### config.mk
export PLATFORM = sky130hd
export DESIGN_NAME = dac_clk_device_flat
export DESIGN_NICKNAME = d
export VERILOG_FILES = /design/src/dac_clk_pkg.sv /design/src/dac_link_if.sv /design/src/dac_clk_device.sv /design/src/flat_wrapper.sv
export SDC_FILE = /design/constraint.sdc
export NUM_CORES = 1
export LEC_CHECK = 0
export BUFFER_PORTS_ARGS = -buffer_cell sky130_fd_sc_hd__buf_2
export CAP_MARGIN = 40
export CORE_ASPECT_RATIO = 1.5
export CORE_MARGIN = 4
export CORE_UTILIZATION = 54
export CTS_CLUSTER_DIAMETER = 50
export DETAILED_ROUTE_END_ITERATION = 8
export GPL_TIMING_DRIVEN = 1
export PLACE_DENSITY = 0.76
export SLEW_MARGIN = 10
export SYNTH_ARGS = -nofsm -noshare
export SYNTH_HDL_FRONTEND = slang
export SYNTH_SLANG_ARGS = --single-unit
### constraint.sdc
create_clock -name core_clk -period 2.1 [get_ports core_clk]
set_input_delay 0.315 -clock core_clk [delete_from_list [all_inputs] [get_ports core_clk]]
set_output_delay 0.315 -clock core_clk [all_outputs]
set_load 0.1 [all_outputs]
### src/dac_clk_pkg.sv
// shared constants, types and decode functions for the dac clock and reset control
//=============================================================
// Operation
// RULE1 - other party supplies a free-running system clock
// RULE2 - system clock is 128 to 1152 times rate
// RULE3 - some clock and rate pairings are unavailable
// RULE4 - auto mode picks rate from clock ratio
// RULE5 - single rate modulates x128 except 128x/192x
// RULE6 - dual rate modulates x64
// RULE7 - quad rate modulates x32
// RULE8 - forced mode accepted for permitted ratios only
// RULE9 - filter and modulator ratio pairs per mode
// RULE10 - 128x or 192x always uses quad filter
// RULE11 - reset released after 3846 system clocks
// RULE12 - outputs mid-scale until release, then data
// RULE13 - no sync keeps reset, resync repeats release
// RULE14 - reset pin low holds full power-down
// RULE15 - pin fall under sync clears all state
// RULE16 - pin assertion forces outputs to ground
// RULE17 - pin return high repeats release sequence
// RULE18 - other party drives bit and word clocks
// RULE19 - ratio measured as clocks per word period
// RULE20 - release count restarts on pin or sync loss
package dac_clk_pkg;

	//=============================================================
	// clock ratio
	typedef enum logic [2:0] {
		R128  = 3'h0,
		R192  = 3'h1,
		R256  = 3'h2,
		R384  = 3'h3,
		R512  = 3'h4,
		R768  = 3'h5,
		R1152 = 3'h6
	} ratio_t;

	localparam logic [10:0] CYC_128      = 11'h080;
	localparam logic [10:0] CYC_192      = 11'h0c0;
	localparam logic [10:0] CYC_256      = 11'h100;
	localparam logic [10:0] CYC_384      = 11'h180;
	localparam logic [10:0] CYC_512      = 11'h200;
	localparam logic [10:0] CYC_768      = 11'h300;
	localparam logic [10:0] CYC_1152     = 11'h480;
	// a word period longer than the largest ratio means the word clock stalled
	localparam logic [10:0] CYC_TIMEOUT  = 11'h481;
	// bit clock runs at 64 periods per word period, so its divider is the ratio shifted by this
	localparam int          BIT_SHIFT    = 6;
	localparam logic [11:0] RELEASE_CYC  = 12'hf06;

	//=============================================================
	// modes and oversampling
	typedef enum logic [1:0] {
		SEL_AUTO   = 2'h0,
		SEL_SINGLE = 2'h1,
		SEL_DUAL   = 2'h2,
		SEL_QUAD   = 2'h3
	} mode_sel_t;

	typedef enum logic [1:0] {
		RATE_SINGLE = 2'h0,
		RATE_DUAL   = 2'h1,
		RATE_QUAD   = 2'h2
	} samp_mode_t;

	typedef enum logic {
		FILT_X4 = 1'h0,
		FILT_X8 = 1'h1
	} filt_osr_t;

	typedef enum logic [1:0] {
		MOD_X32  = 2'h0,
		MOD_X64  = 2'h1,
		MOD_X128 = 2'h2
	} mod_osr_t;

	typedef enum logic [1:0] {
		LEVEL_COMMON_MODE = 2'h0,
		LEVEL_GROUND      = 2'h1,
		LEVEL_DATA        = 2'h2
	} out_level_t;

	typedef enum logic [2:0] {
		ST_HOLD = 3'b001,
		ST_RUN  = 3'b010,
		ST_PIN  = 3'b100
	} rst_state_t;

	localparam logic [1:0] STABLE_RST = 2'h0;
	localparam logic       PIN_RST    = 1'h1;

	//=============================================================
	// decode functions
	function automatic logic [10:0] ratio_cycles(input ratio_t r);
		case (r)
			R128:    ratio_cycles = CYC_128;
			R192:    ratio_cycles = CYC_192;
			R256:    ratio_cycles = CYC_256;
			R384:    ratio_cycles = CYC_384;
			R512:    ratio_cycles = CYC_512;
			R768:    ratio_cycles = CYC_768;
			default: ratio_cycles = CYC_1152;
		endcase
	endfunction : ratio_cycles

	// returns {valid, ratio}
	function automatic logic [3:0] ratio_of_count(input logic [10:0] c);
		if (c == CYC_128)       ratio_of_count = {1'h1, R128};
		else if (c == CYC_192)  ratio_of_count = {1'h1, R192};
		else if (c == CYC_256)  ratio_of_count = {1'h1, R256};
		else if (c == CYC_384)  ratio_of_count = {1'h1, R384};
		else if (c == CYC_512)  ratio_of_count = {1'h1, R512};
		else if (c == CYC_768)  ratio_of_count = {1'h1, R768};
		else if (c == CYC_1152) ratio_of_count = {1'h1, R1152};
		else                    ratio_of_count = {1'h0, R128};
	endfunction : ratio_of_count

endpackage : dac_clk_pkg

### src/dac_link_if.sv
// audio clock and reset pins between the digital audio processor and the converter
`timescale 1ns/10ps
interface dac_link_if;
	logic bit_clock;
	logic word_clock;
	logic reset_pin_b;

	modport device (
		input bit_clock,
		input word_clock,
		input reset_pin_b
	);

	modport host (
		output bit_clock,
		output word_clock,
		output reset_pin_b
	);
endinterface : dac_link_if

### src/dac_clk_device.sv
// converter end: clock ratio detection, sampling mode selection and reset sequencing
`timescale 1ns/10ps
module dac_clk_device (
	input  wire logic                     core_clk,
	input  wire logic                     rst_b,
	dac_link_if.device                    link,
	input  wire dac_clk_pkg::mode_sel_t   forced_mode,
	output dac_clk_pkg::samp_mode_t       sample_mode,
	output dac_clk_pkg::filt_osr_t        filter_osr,
	output dac_clk_pkg::mod_osr_t         modulator_osr,
	output logic                          quad_filter,
	output dac_clk_pkg::ratio_t           ratio,
	output logic                          clock_sync,
	output logic                          internal_reset,
	output logic                          power_down,
	output logic                          clear_pulse,
	output dac_clk_pkg::out_level_t       channel_level
);

	//=============================================================
	// pin synchronisers: index 0 word clock, 1 bit clock, 2 reset pin
	wire logic [2:0] pins_in = {link.reset_pin_b, link.bit_clock, link.word_clock};
	logic [2:0]      s1_q;
	logic [2:0]      s2_q;
	logic [2:0]      s3_q;
	logic [2:0]      stable_q;
	wire logic [2:0] agree = ~(s2_q ^ s3_q);

	genvar gi;
	generate
		for (gi = 0; gi < 3; gi++) begin : g_sync
			// the reset pin idles high so power-on does not look like a pin reset
			localparam logic INIT = (gi == 2) ? dac_clk_pkg::PIN_RST : 1'h0;
			always_ff @(posedge core_clk or negedge rst_b) begin
				if (!rst_b) begin
					s1_q[gi]     <= INIT;
					s2_q[gi]     <= INIT;
					s3_q[gi]     <= INIT;
					stable_q[gi] <= INIT;
				end else begin
					s1_q[gi] <= pins_in[gi];
					s2_q[gi] <= s1_q[gi];
					s3_q[gi] <= s2_q[gi];
					if (agree[gi]) begin
						stable_q[gi] <= s2_q[gi];
					end
				end
			end
		end
	endgenerate

	wire logic word_rise = agree[0] & s2_q[0] & ~stable_q[0];
	// bit clock may run at two system clocks a period, so activity is any change seen
	wire logic bit_act   = ~agree[1];
	wire logic pin_low   = ~stable_q[2];
	wire logic pin_fall  = agree[2] & ~s2_q[2] & stable_q[2];

	//=============================================================
	// ratio measurement and synchronisation
	logic [10:0]         per_q;
	logic                have_edge_q;
	logic                bit_seen_q;
	logic                sync_q;
	dac_clk_pkg::ratio_t ratio_q;

	wire logic [3:0]          meas     = dac_clk_pkg::ratio_of_count(per_q);
	wire logic                meas_ok  = meas[3]; // [RULE2]
	wire dac_clk_pkg::ratio_t meas_r   = dac_clk_pkg::ratio_t'(meas[2:0]);
	wire logic                timeout  = (per_q == dac_clk_pkg::CYC_TIMEOUT);
	// a jump between two valid ratios also counts as a lost lock for one period
	wire logic                jump     = sync_q & (meas_r != ratio_q);
	wire logic                good_per = have_edge_q & meas_ok & bit_seen_q & ~jump;
	wire logic                sync_d   = pin_low ? 1'h0 :
	                                     word_rise ? good_per :
	                                     timeout ? 1'h0 : sync_q;
	wire logic                sync_loss = sync_q & ~sync_d;

	always_ff @(posedge core_clk or negedge rst_b) begin
		if (!rst_b) begin
			per_q       <= 11'h000;
			have_edge_q <= 1'h0;
			bit_seen_q  <= 1'h0;
			sync_q      <= 1'h0;
			ratio_q     <= dac_clk_pkg::R512;
		end else begin
			if (word_rise) begin
				per_q <= 11'h001; // [RULE19]
			end else if (!timeout) begin
				per_q <= per_q + 11'h001; // [RULE19]
			end
			if (pin_low) begin
				have_edge_q <= 1'h0; // [RULE15]
			end else if (word_rise) begin
				have_edge_q <= 1'h1;
			end
			if (word_rise) begin
				bit_seen_q <= 1'h0;
			end else if (bit_act) begin
				bit_seen_q <= 1'h1;
			end
			sync_q <= sync_d; // [RULE19]
			if (pin_low) begin
				ratio_q <= dac_clk_pkg::R512; // [RULE15]
			end else if (word_rise & good_per) begin
				ratio_q <= meas_r;
			end
		end
	end

	//=============================================================
	// sampling mode and oversampling selection
	wire logic is_low  = (ratio_q == dac_clk_pkg::R128) | (ratio_q == dac_clk_pkg::R192);
	wire logic is_mid  = (ratio_q == dac_clk_pkg::R256) | (ratio_q == dac_clk_pkg::R384);
	wire logic is_high = ~is_low & ~is_mid;

	// a forced choice outside the permitted ratio set falls back to automatic
	wire logic force_ok = (forced_mode == dac_clk_pkg::SEL_SINGLE) |
	                      ((forced_mode == dac_clk_pkg::SEL_DUAL) & ~is_high) |
	                      ((forced_mode == dac_clk_pkg::SEL_QUAD) & is_low); // [RULE8]

	wire dac_clk_pkg::samp_mode_t auto_mode = is_high ? dac_clk_pkg::RATE_SINGLE :
	                                          is_mid  ? dac_clk_pkg::RATE_DUAL :
	                                                    dac_clk_pkg::RATE_QUAD; // [RULE4]

	wire dac_clk_pkg::samp_mode_t forced_rate =
		(forced_mode == dac_clk_pkg::SEL_SINGLE) ? dac_clk_pkg::RATE_SINGLE :
		(forced_mode == dac_clk_pkg::SEL_DUAL)   ? dac_clk_pkg::RATE_DUAL :
		                                           dac_clk_pkg::RATE_QUAD;

	wire dac_clk_pkg::samp_mode_t mode_d = force_ok ? forced_rate : auto_mode; // [RULE8]

	// filter ratio follows the clock ratio alone in every mode
	wire dac_clk_pkg::filt_osr_t filt_d = is_low ? dac_clk_pkg::FILT_X4 :
	                                               dac_clk_pkg::FILT_X8; // [RULE9]

	wire dac_clk_pkg::mod_osr_t mod_d =
		(mode_d == dac_clk_pkg::RATE_SINGLE) ?
			(is_low ? dac_clk_pkg::MOD_X64 : dac_clk_pkg::MOD_X128) : // [RULE5] [RULE9]
		(mode_d == dac_clk_pkg::RATE_DUAL) ? dac_clk_pkg::MOD_X64 :   // [RULE6] [RULE9]
		                                     dac_clk_pkg::MOD_X32;    // [RULE7] [RULE9]

	//=============================================================
	// reset release sequencing
	dac_clk_pkg::rst_state_t state_q;
	dac_clk_pkg::rst_state_t state_d;
	logic [11:0]             rel_q;

	wire logic rel_done = (rel_q == dac_clk_pkg::RELEASE_CYC);

	always_comb begin
		state_d = state_q;
		case (state_q)
			dac_clk_pkg::ST_HOLD: begin
				if (rel_done & sync_q) begin
					state_d = dac_clk_pkg::ST_RUN; // [RULE11] [RULE12]
				end
			end
			dac_clk_pkg::ST_RUN: begin
				if (!sync_d) begin
					state_d = dac_clk_pkg::ST_HOLD; // [RULE13]
				end
			end
			dac_clk_pkg::ST_PIN: begin
				state_d = dac_clk_pkg::ST_HOLD; // [RULE17]
			end
			default: begin
				state_d = dac_clk_pkg::ST_HOLD;
			end
		endcase
		// the fall itself already grounds the outputs, in the cycle of the clear pulse
		if (pin_low | pin_fall) begin
			state_d = dac_clk_pkg::ST_PIN; // [RULE14] [RULE16]
		end
	end

	wire dac_clk_pkg::out_level_t level_d =
		(state_d == dac_clk_pkg::ST_PIN) ? dac_clk_pkg::LEVEL_GROUND :      // [RULE16]
		(state_d == dac_clk_pkg::ST_RUN) ? dac_clk_pkg::LEVEL_DATA :        // [RULE12]
		                                   dac_clk_pkg::LEVEL_COMMON_MODE;  // [RULE12]

	always_ff @(posedge core_clk or negedge rst_b) begin
		if (!rst_b) begin
			rel_q   <= 12'h000;
			state_q <= dac_clk_pkg::ST_HOLD;
		end else begin
			if (pin_low | sync_loss) begin
				rel_q <= 12'h000; // [RULE20] [RULE17]
			end else if (!rel_done) begin
				rel_q <= rel_q + 12'h001; // [RULE11]
			end
			state_q <= state_d;
		end
	end

	//=============================================================
	// registered outputs
	always_ff @(posedge core_clk or negedge rst_b) begin
		if (!rst_b) begin
			sample_mode    <= dac_clk_pkg::RATE_SINGLE;
			filter_osr     <= dac_clk_pkg::FILT_X8;
			modulator_osr  <= dac_clk_pkg::MOD_X128;
			quad_filter    <= 1'h0;
			ratio          <= dac_clk_pkg::R512;
			clock_sync     <= 1'h0;
			internal_reset <= 1'h1;
			power_down     <= 1'h1;
			clear_pulse    <= 1'h0;
			channel_level  <= dac_clk_pkg::LEVEL_COMMON_MODE;
		end else begin
			sample_mode    <= mode_d;
			filter_osr     <= filt_d;
			modulator_osr  <= mod_d;
			quad_filter    <= is_low; // [RULE10]
			ratio          <= ratio_q;
			clock_sync     <= sync_q;
			internal_reset <= (state_d != dac_clk_pkg::ST_RUN); // [RULE13] [RULE15]
			power_down     <= (state_d != dac_clk_pkg::ST_RUN); // [RULE14]
			clear_pulse    <= pin_fall & sync_q; // [RULE15]
			channel_level  <= level_d;
		end
	end

endmodule : dac_clk_device

### src/flat_wrapper.sv
// flat-port wrapper written by rule: the top's interface ports become plain ports
module dac_clk_device_flat 
  (core_clk, rst_b, forced_mode, sample_mode, filter_osr, modulator_osr, quad_filter, ratio, clock_sync, internal_reset, power_down, clear_pulse, channel_level, link_bit_clock, link_word_clock, link_reset_pin_b);
  dac_link_if link_i ();
  input  wire logic core_clk;
  input  wire logic rst_b;
  input  wire dac_clk_pkg::mode_sel_t forced_mode;
  output dac_clk_pkg::samp_mode_t sample_mode;
  output dac_clk_pkg::filt_osr_t filter_osr;
  output dac_clk_pkg::mod_osr_t modulator_osr;
  output logic quad_filter;
  output dac_clk_pkg::ratio_t ratio;
  output logic clock_sync;
  output logic internal_reset;
  output logic power_down;
  output logic clear_pulse;
  output dac_clk_pkg::out_level_t channel_level;
  input wire logic [$bits(link_i.bit_clock)-1:0] link_bit_clock;
  input wire logic [$bits(link_i.word_clock)-1:0] link_word_clock;
  input wire logic [$bits(link_i.reset_pin_b)-1:0] link_reset_pin_b;
  assign link_i.bit_clock = link_bit_clock;
  assign link_i.word_clock = link_word_clock;
  assign link_i.reset_pin_b = link_reset_pin_b;
  dac_clk_device u_core (.core_clk(core_clk), .rst_b(rst_b), .link(link_i), .forced_mode(forced_mode), .sample_mode(sample_mode), .filter_osr(filter_osr), .modulator_osr(modulator_osr), .quad_filter(quad_filter), .ratio(ratio), .clock_sync(clock_sync), .internal_reset(internal_reset), .power_down(power_down), .clear_pulse(clear_pulse), .channel_level(channel_level));
endmodule
* Word-level counts from Yosys, hierarchy flattened
Index checks and enable logic that the tools add are counted.
W data, S select, Z words.
** Operators by class
- Multiplexer cells :: 35
- Reductions and logical operators :: 2
- Bitwise logic cells :: 31
- Multiply operators :: 0
- Equality and inequality tests :: 27
- Shifts and indexed selects :: 0
- Add/subtract/negate cells :: 2
- Div/mod/pow operators :: 0
- $lt $le $gt $ge :: 0
** Operator list (number)
- $mux W4 :: 7
- $mux W12 :: 2
- $eq A11 B10 Y1 const B :: 2
- $eq A11 B11 Y1 const B :: 2
- $eq A11 B8 Y1 const B :: 2
- $eq A11 B9 Y1 const B :: 2
- $mux W11 :: 2
- $mux W2 :: 9
- $and A1 B1 Y1 :: 15
- $mux W3 :: 5
- $add A12 B1 Y12 const B :: 1
- $eq A12 B12 Y1 const B :: 1
- $eq A3 B2 Y1 const B :: 4
- $add A11 B1 Y11 const B :: 1
- $mux W1 :: 9
- $ne A2 B2 Y1 const B :: 4
- $not A1 Y1 :: 8
- $eq A3 B1 Y1 const B :: 2
- $or A1 B1 Y1 :: 6
- $pmux W3 S2 :: 1
- $eq A2 B1 Y1 const B :: 2
- $eq A2 B2 Y1 const B :: 2
- $eq A3 B3 Y1 const B :: 1
- $logic_not A3 Y1 :: 1
- other kinds (6) :: 6
** Storage, ports and cells
- Output and inout bits :: 15
- Register bits after elaboration :: 57
- Bits in latches :: 0
- Bits in writable memories :: 0
- Logic and storage cells :: 124
- Memory bits (read-only) :: 0
- Memories kept :: 0

* Logic depth before layout (Yosys ltp)
Gate-level depths: netlist of run 1.
- Word-level depth :: 20
- Depth in mapped cells :: 9

* Worst setup path before layout of run 1
OpenSTA, ideal clock, no wires.
- Path type :: reg-to-reg
- Start point :: register u_core.per_q[0]
- End point :: register u_core.ratio_q[2]
- Setup time :: 0.082 ns
- Path slack :: 0.102 ns
- Period minus slack after synthesis :: 1.998 ns
- Cell stages (with the launch flop) :: 9
- Path buffers :: 0
- Data arrival time :: 1.916 ns
- Data required time :: 2.018 ns
- Cells stage by stage :: dfrtp_1 inv_1 ha_1 nor3b_1 inv_1 a2111oi_2 nand3_1 o21ai_4 mux2_4
** Between the ends
- Longest elaborated chain between the ends :: 14
- Elaborated cells between the ends (all ways) :: 24
- Classes of those cells :: 9 x eq/ne; 9 x mux; 6 x bitwise
** Ends and longest elaborated chain
- start, declared :: line dac_clk_device.sv:60 : logic [10:0] per_q;
- start signal, assigned :: line dac_clk_device.sv:89 : per_q <= per_q + 11'h001;
- $eq A11 B11 Y1 :: line dac_clk_pkg.sv:114 : else if (c == CYC_1152) ratio_of_count = {1'h1, R1152};
- $mux W4 :: line dac_clk_pkg.sv:114
- $mux W4 :: line dac_clk_pkg.sv:113 : else if (c == CYC_768) ratio_of_count = {1'h1, R768};
- $mux W4 :: line dac_clk_pkg.sv:112 : else if (c == CYC_512) ratio_of_count = {1'h1, R512};
- $mux W4 :: line dac_clk_pkg.sv:111 : else if (c == CYC_384) ratio_of_count = {1'h1, R384};
- $mux W4 :: line dac_clk_pkg.sv:110 : else if (c == CYC_256) ratio_of_count = {1'h1, R256};
- $mux W4 :: line dac_clk_pkg.sv:109 : else if (c == CYC_192) ratio_of_count = {1'h1, R192};
- $mux W4 * :: line dac_clk_pkg.sv:108 : if (c == CYC_128) ratio_of_count = {1'h1, R128};
- $ne A3 B3 Y1 :: line dac_clk_device.sv:71 : wire logic jump = sync_q & (meas_r != ratio_q);
- $and A1 B1 Y1 :: line dac_clk_device.sv:71
- $not A1 Y1 :: line dac_clk_device.sv:72 : wire logic good_per = have_edge_q & meas_ok & bit_seen_q & ~jump;
- $and A1 B1 Y1 :: line dac_clk_device.sv:72
- $and A1 B1 Y1 :: line dac_clk_device.sv:104 : end else if (word_rise & good_per) begin
- $ne A2 B2 Y1 (no line)
- end signal, assigned :: line dac_clk_device.sv:84 : ratio_q <= dac_clk_pkg::R512;
- end signal, assigned :: line dac_clk_device.sv:103 : ratio_q <= dac_clk_pkg::R512;
- end signal, assigned :: line dac_clk_device.sv:105 : ratio_q <= meas_r;
- end, declared :: line dac_clk_device.sv:64 : dac_clk_pkg::ratio_t ratio_q;
Every way passes the cells marked *; elsewhere a longest branch is shown, timed or not. The select of a mux whose other input is x is not followed.
A chain may end at the register's enable or synchronous reset.

* Worst setup path in the final report of run 1
- Start point :: register u_core.per_q[9]
- End point :: register u_core.state_q[1]
** Between the ends
- Longest elaborated chain between the ends :: 17
- Elaborated cells between the ends (all ways) :: 27
- Classes of those cells :: 9 x eq/ne; 13 x mux; 5 x bitwise
** Ends and longest elaborated chain
- $eq A11 B11 Y1 :: line dac_clk_pkg.sv:114
- $mux W4 :: line dac_clk_pkg.sv:114
- $mux W4 :: line dac_clk_pkg.sv:113
- $mux W4 :: line dac_clk_pkg.sv:112
- $mux W4 :: line dac_clk_pkg.sv:111
- $mux W4 :: line dac_clk_pkg.sv:110
- $mux W4 :: line dac_clk_pkg.sv:109
- $mux W4 :: line dac_clk_pkg.sv:108
- (+2 left out)
- $not A1 Y1 :: line dac_clk_device.sv:72
- $and A1 B1 Y1 :: line dac_clk_device.sv:72
- $mux W1 * :: line dac_clk_device.sv:74 : word_rise ? good_per :
- $mux W1 * :: line dac_clk_device.sv:73 : wire logic sync_d = pin_low ? 1'h0 :
- $mux W3 * :: line dac_clk_device.sv:159 : if (!sync_d) begin
- $pmux W3 S2 * :: line dac_clk_device.sv:152 : case (state_q)
- $mux W3 * :: line dac_clk_device.sv:171 : if (pin_low | pin_fall) begin
- net u_core.state_d[1] :: line dac_clk_device.sv:145 : dac_clk_pkg::rst_state_t state_d;
- end signal, assigned :: line dac_clk_device.sv:184 : state_q <= dac_clk_pkg::ST_HOLD;
- end signal, assigned :: line dac_clk_device.sv:191 : state_q <= state_d;
- end, declared :: line dac_clk_device.sv:144 : dac_clk_pkg::rst_state_t state_q;
Mark *: on every way through the listed nets, which the timed path passes. The rest lies on a longest branch.

==> results of run 1 <==
==> what timing repair did <==
| item | in CTS | in global routing |
|---|---|---|
| hold buffers | 1 | 0 |
| hold endpoints to repair | 47 | 0 |
| buffers inserted | 0 | 1 |
| resized for setup | 0 | 2 |
| setup endpoints to repair | 0 | 19 |
==> power breakdown <==
part / internal (mW) / total, mW / leakage, nW / switching [mW]
Combinational: 0.153 / 0.396 / 0.677 / 0.243
Clock: 0.609 / 1.01 / 0.103 / 0.402
Sequential: 1.19 / 1.28 / 0.722 / 0.0966
==> worst paths after layout <==
path / from / to / slack, ps / cells after the start
min reg2reg: u_core.s1_q[0] / u_core.s2_q[0] / 350 / 0
max: u_core.per_q[9] / u_core.state_q[1] / 80 / 7
max reg2reg: u_core.per_q[9] / u_core.state_q[1] / 80 / 7
min in group asynchronous: rst_b / u_core.per_q[3] / 520 / 3
max in group asynchronous: rst_b / u_core.modulator_osr[1] / 1280 / 3
min: link_reset_pin_b / u_core.s1_q[2] / 90 / 1
==> area by class of cell <==
| type | instances | area [sq um] |
|---|---|---|
| clock buffers | 13 | 159 |
| clock inverters | 3 | 40.0 |
| fillers | 411 | 1840 |
| inverters | 15 | 56.3 |
| multi-input cells | 183 | 1310 |
| flip-flops and latches | 57 | 1440 |
| well taps | 68 | 85.1 |
| repair buffers | 34 | 230 |
==> cells by family after synthesis <==
group / count (synthesis) / synth area share
AOI/OAI and AO/OA: 34 / 0.0929
xor gates and xnor gates: 19 / 0.0604
adders and majority gates: 11 / 0.0478
buffers and inverters: 28 / 0.0469
DFF: 57 / 0.499
muxes: 8 / 0.0304
and+or+nand+nor: 111 / 0.222
==> sequential cells by signal (all words and copies together) (netlist names) <==
signal                 flops
u_core.clock_sync          1
u_core.quad_filter         1
u_core.have_edge_q         1
u_core.state_q             3
u_core.ratio_q             3
u_core.filter_osr          1
u_core.s2_q                3
u_core.stable_q            2
u_core.s3_q                3
u_core.internal_reset      1
u_core.per_q              11
u_core.ratio               3
u_core.s1_q                3
u_core.bit_seen_q          1
u_core.sample_mode         2
u_core.clear_pulse         1
u_core.sync_q              1
u_core.channel_level       2
u_core.modulator_osr       2
u_core.rel_q              12
==> critical path: cells and delay by family (launching register included) <==
| kind | cells | cell delay, ps |
|---|---|---|
| flops | 1 | 450 |
| buf+inv | 1 | 170 |
| simple gates | 2 | 400 |
| compound gates | 3 | 660 |
| mux | 1 | 260 |
==> cell usage after synthesis, types with 2 or more instances <==
cell type	instances	area share
buf_4	3	0.0078
and3_1	6	0.013
nand4_1	7	0.015
o32ai_1	2	0.0061
or3_1	2	0.0043
dfstp_2	10	0.091
nor3_1	2	0.0035
xnor2_1	9	0.027
a21oi_1	7	0.012
xor2_1	9	0.027
o2111a_1	2	0.0078
o21a_1	2	0.0052
and4_1	2	0.0061
nor3b_1	4	0.010
nand2b_1	4	0.0087
mux2i_1	5	0.017
clkbuf_1	5	0.0065
a31o_1	2	0.0061
nor2_4	10	0.039
inv_1	15	0.020
nand2_1	27	0.035
o21ai_0	4	0.0069
o211ai_1	3	0.0078
and2_1	2	0.0043
dfrtp_1	47	0.41
ha_1	11	0.048
buf_2	3	0.0052
nor2_1	21	0.027
nand3_1	13	0.023
mux2_2	2	0.0078
buf_6	2	0.0078
nor4_1	2	0.0043
==> metal layers <==
layer  routed length, microns  share of wire  global-route usage  vias to the layer above
met1                     2040           0.41               0.213                      958
met2                     2690           0.54               0.297                       34
met5                        0              0                   0                        -
li1                         -              -                   -                      982
met4                      109          0.022              0.0750                        0
met3                      146          0.029              0.0382                       11
==> through the flow <==
stage,setup TNS [ps],power (mW)
floorplan,0,1.56
global placement,0,1.67
detailed placement,0,1.69
CTS,0,2.71
global route,-87.0,2.85
finish,0,2.69
==> results_dict.tcl, run 1 <==
set metrics [dict create \
    status "finished, final reports clean" \
    track_usage 0.177 \
    hold_viol 0 \
    finalInstanceArea_sq_um 3320 \
    grt_antenna_before_repair 0 \
    dp.cells 355 \
    cp_max_fo 7 \
    die-area_sq_um 6590 \
    path_class "reg -> reg" \
    cp-start-kind "flip-flop" \
    finalMaxSlewViolations 0 \
    hp-class "in -> reg" \
    die_w_microns 67.6 \
    grt_max_degree 58 \
    drive_above_1_share 0.266 \
    drt_wl_total_microns 4990 \
    ir_drop_mv 0.618 \
    avgSynthCellArea_sq_um 10.8 \
    io-pin-count 22 \
    cts_max_level 3 \
    tightest_slew_ps 524 \
    clkLatencyLatePin_ps 330 \
    root_buffer "clkbuf_8" \
    cp-end-kind "flip-flop" \
    clk_pin_slew_ps 70 \
    port_buffers 21 \
    ys_seq_elements 57 \
    vias_per_cell 5.32 \
    cts_inserted_buffers 9 \
    worstPathRequired_ps 2360 \
    synth_area_sq_um 2880 \
    routabilityCongestion 0.868 \
    die-height_microns 97.5 \
    antenna_left 0 \
    finalSetupViolCount 0 \
    ys_types 55 \
    crit_arrival_ps 2270 \
    cp_slowest_cell "dfrtp_1" \
    async_flop_share 1.00 \
    fin_ws_ps 84.6 \
    grt_pass1_wl_microns 9020 \
    layout_common_cells "46 x dfrtp_1, 27 x nand2_1, 21 x nor2_1, 21 x buf_2, 15 x inv_1" \
    post-route-period-util 0.960 \
    power_density_nw_per_um2 810 \
    dp_hpwl_microns 3460 \
    final_common_cell "dfrtp_1" \
    max_stage_delay_ps 450 \
    cts_sinks 57 \
    cts_tree "done" \
    synthesis.instances 268 \
    seq_area_frac_synth 0.499 \
    final_core_util 0.643 \
    synth_edf_count 0 \
    drtIter0Drc 87 \
    drc 0 \
    fin_nets 318 \
    wl_per_cell_microns 13.4 \
    row_count 32 \
    drtPass1Iterations 4 \
    ys_warn_count 0 \
    vias 1985 \
    fmax_mhz 496 \
    initial_core_util 0.558 \
    cap_viol_max_count 0 \
    synth_nets 286 \
    skew_ps 14.2 \
    crit_chain "and4bb_1, o211ai_1, mux2i_1, nand3_2, o21ai_4, buf_4, o2111a_1" \
    finalNonFillerCells 373 \
    overflow 0 \
    preCtsSetupSlack_ps 52.9 \
    area.growth.synth_to_final_pct 15.3 \
    leakage_nw 1.50 \
    hold_ws_ps 94.1 \
    clockBufferDepth 2 \
    grt_pass1_vias 2025 \
    ys.flop_type "dfrtp_1" \
    place_area_sq_um 3100 \
    relSlewSlack 0.647 \
    diodes 0 \
    core_sq_um 5160 \
    finalCriticalPeriod_ps 2020 \
]
No activity file was read; power rests on OpenSTA's default activity.
==> run 2, diff against run 1 <==
- CORE_UTILIZATION: 54 -> 53
- PLACE_DENSITY: 0.76 -> 0.74
==> run 2 against run 1 <==
  * Combinational power increased by 4%
  * Worst hold slack got worse by 9.2 ps
  * Sequential power about the same
==> results_dict.tcl, run 2 (synthesis results as in run 1) <==
set metrics [dict create \
    tightest_slew_ps 509 \
    antenna_left 0 \
    dp.cells 358 \
    power_density_nw_per_um2 788 \
    drc 0 \
    cap_viol_max_count 0 \
    dp_hpwl_microns 3690 \
    rsz0062_at_grt "no" \
    crit_arrival_ps 2240 \
    final_common_cell "dfrtp_1" \
    wl_per_cell_microns 13.9 \
    finalCriticalPeriod_ps 1990 \
    grt_antenna_before_repair 0 \
    path_class "reg -> reg" \
    overflow 0 \
    max_flop_register "u_core.rel_q" \
    clkLatencyLatePin_ps 330 \
    hold_end "u_core.s1_q[2]" \
    finalMaxSlewViolations 0 \
    die_w_microns 68.2 \
    io-pin-count 22 \
    hp-class "in -> reg" \
    grt_pass1_wl_microns 9070 \
    finalNonFillerCells 378 \
    die-area_sq_um 6700 \
    die-height_microns 98.3 \
    drive_above_1_share 0.271 \
    cts_sinks 57 \
    layout_common_cells "44 x dfrtp_1, 27 x nand2_1, 21 x nor2_1, 21 x buf_2, 16 x buf_4" \
    core_sq_um 5200 \
    clockBufferDepth 2 \
    cts_inserted_buffers 9 \
    hold_start "link_reset_pin_b" \
    fin_nets 323 \
    ir_drop_mv 0.430 \
    largest_reg_flops 12 \
    hold_ws_ps 84.9 \
    reg2reg_from "u_core.per_q[8]" \
    drtIter0Drc 110 \
    grt_pass1_vias 2128 \
    routabilityCongestion 0.863 \
    cts_tree "done" \
    top_regs "u_core.rel_q (12), u_core.per_q (11)" \
    port_buffers 21 \
    fmax_mhz 503 \
    grt_max_degree 21 \
    post-route-period-util 0.947 \
    relSlewSlack 0.657 \
    place_area_sq_um 3110 \
    total_power_mw 2.62 \
    row_count 32 \
    root_buffer "clkbuf_8" \
    cp-start-kind "flip-flop" \
    holdPathStages 1 \
    finalSetupViolCount 0 \
    preCtsSetupSlack_ps 63.2 \
    status "finished, final reports clean" \
    fin_setup_tns_ps 0 \
    cp-end-kind "flip-flop" \
    hold_viol 0 \
    r2r_slack_ps 110 \
    finalInstanceArea_sq_um 3330 \
    vias_per_cell 5.33 \
    skew_ps 10.7 \
    worstPathRequired_ps 2350 \
    drt_wl_total_microns 5260 \
    leakage_nw 1.50 \
    cp_max_fo 6 \
    fin_ws_ps 112 \
    area.growth.synth_to_final_pct 15.5 \
    track_usage 0.181 \
    clk_pin_slew_ps 60 \
    initial_core_util 0.554 \
    final_core_util 0.639 \
    worstReg2RegEnd "u_core.ratio_q[1]" \
    diodes 0 \
    drtPass1Iterations 4 \
    vias 2016 \
    r2r_cells 7 \
    cts_max_level 3 \
]
run 2: cell count changes in the layout (fill, tap and decap cells not counted):
cell,delta
buf_12,-1
dfrtp_2,+2
clkbuf_8,-2
clkinv_2,-2
dfrtp_1,-2
clkbuf_1,+4
buf_4,+6
run 2: final cells by class:
cell class | count | area (sq um)
Fill cell | 451 | 1880
Clock inverter | 1 | 30.0
Clock buffer | 15 | 146
Multi-Input combinational cell | 183 | 1310
Inverter | 15 | 56.3
Sequential cell | 57 | 1440
Tap cell | 68 | 85.1
Timing Repair Buffer | 39 | 255
run 2: report_power, final:
group / switching, mW / internal (mW) / total [mW] / leakage, nW
Combinational: 0.255 / 0.156 / 0.411 / 0.700
Sequential: 0.0858 / 1.19 / 1.27 / 0.719
Clock: 0.389 / 0.551 / 0.940 / 0.0859
Total: 0.730 / 1.89 / 2.62 / 1.50
run 2: worst max path at each step:
stage / start / to / slack [ps] / depth (start not counted)
6_report: u_core.per_q[8] / u_core.ratio_q[1] / 110 / 7
2_1_floorplan: u_core.per_q[0] / u_core.ratio_q[2] / 100 / 8
3_5_place_dp: u_core.per_q[8] / u_core.rel_q[0] / 60 / 7
3_3_place_gp: u_core.per_q[10] / u_core.channel_level[1] / 70 / 7
4_1_cts: u_core.per_q[8] / u_core.ratio_q[1] / 50 / 7
5_1_grt: u_core.per_q[0] / u_core.ratio_q[1] / 9 / 9
run 2: timing repair:
item	in CTS	in global routing
hold buffers	1	0
setup endpoints to repair	0	18
endpoints found under the hold margin	14	0
buffers inserted	0	3
gates resized for setup	0	4
run 2: per-layer routing:
metal / vias up / GRT usage / wire length, microns
met4: 0 / 0.104 / 190
met5: - / 0 / 0
met3: 20 / 0.0552 / 174
met1: 969 / 0.199 / 2150
met2: 33 / 0.299 / 2740
li1: 994 / - / -
run 2: critical path: stages, from the launching register on:
cell and delay [ps]:
dfrtp_2 440, and4bb_1 240, o211ai_1 320, mux2i_1 270
nand3_2 130, o21ai_4 200, buf_4 150, mux2i_1 170
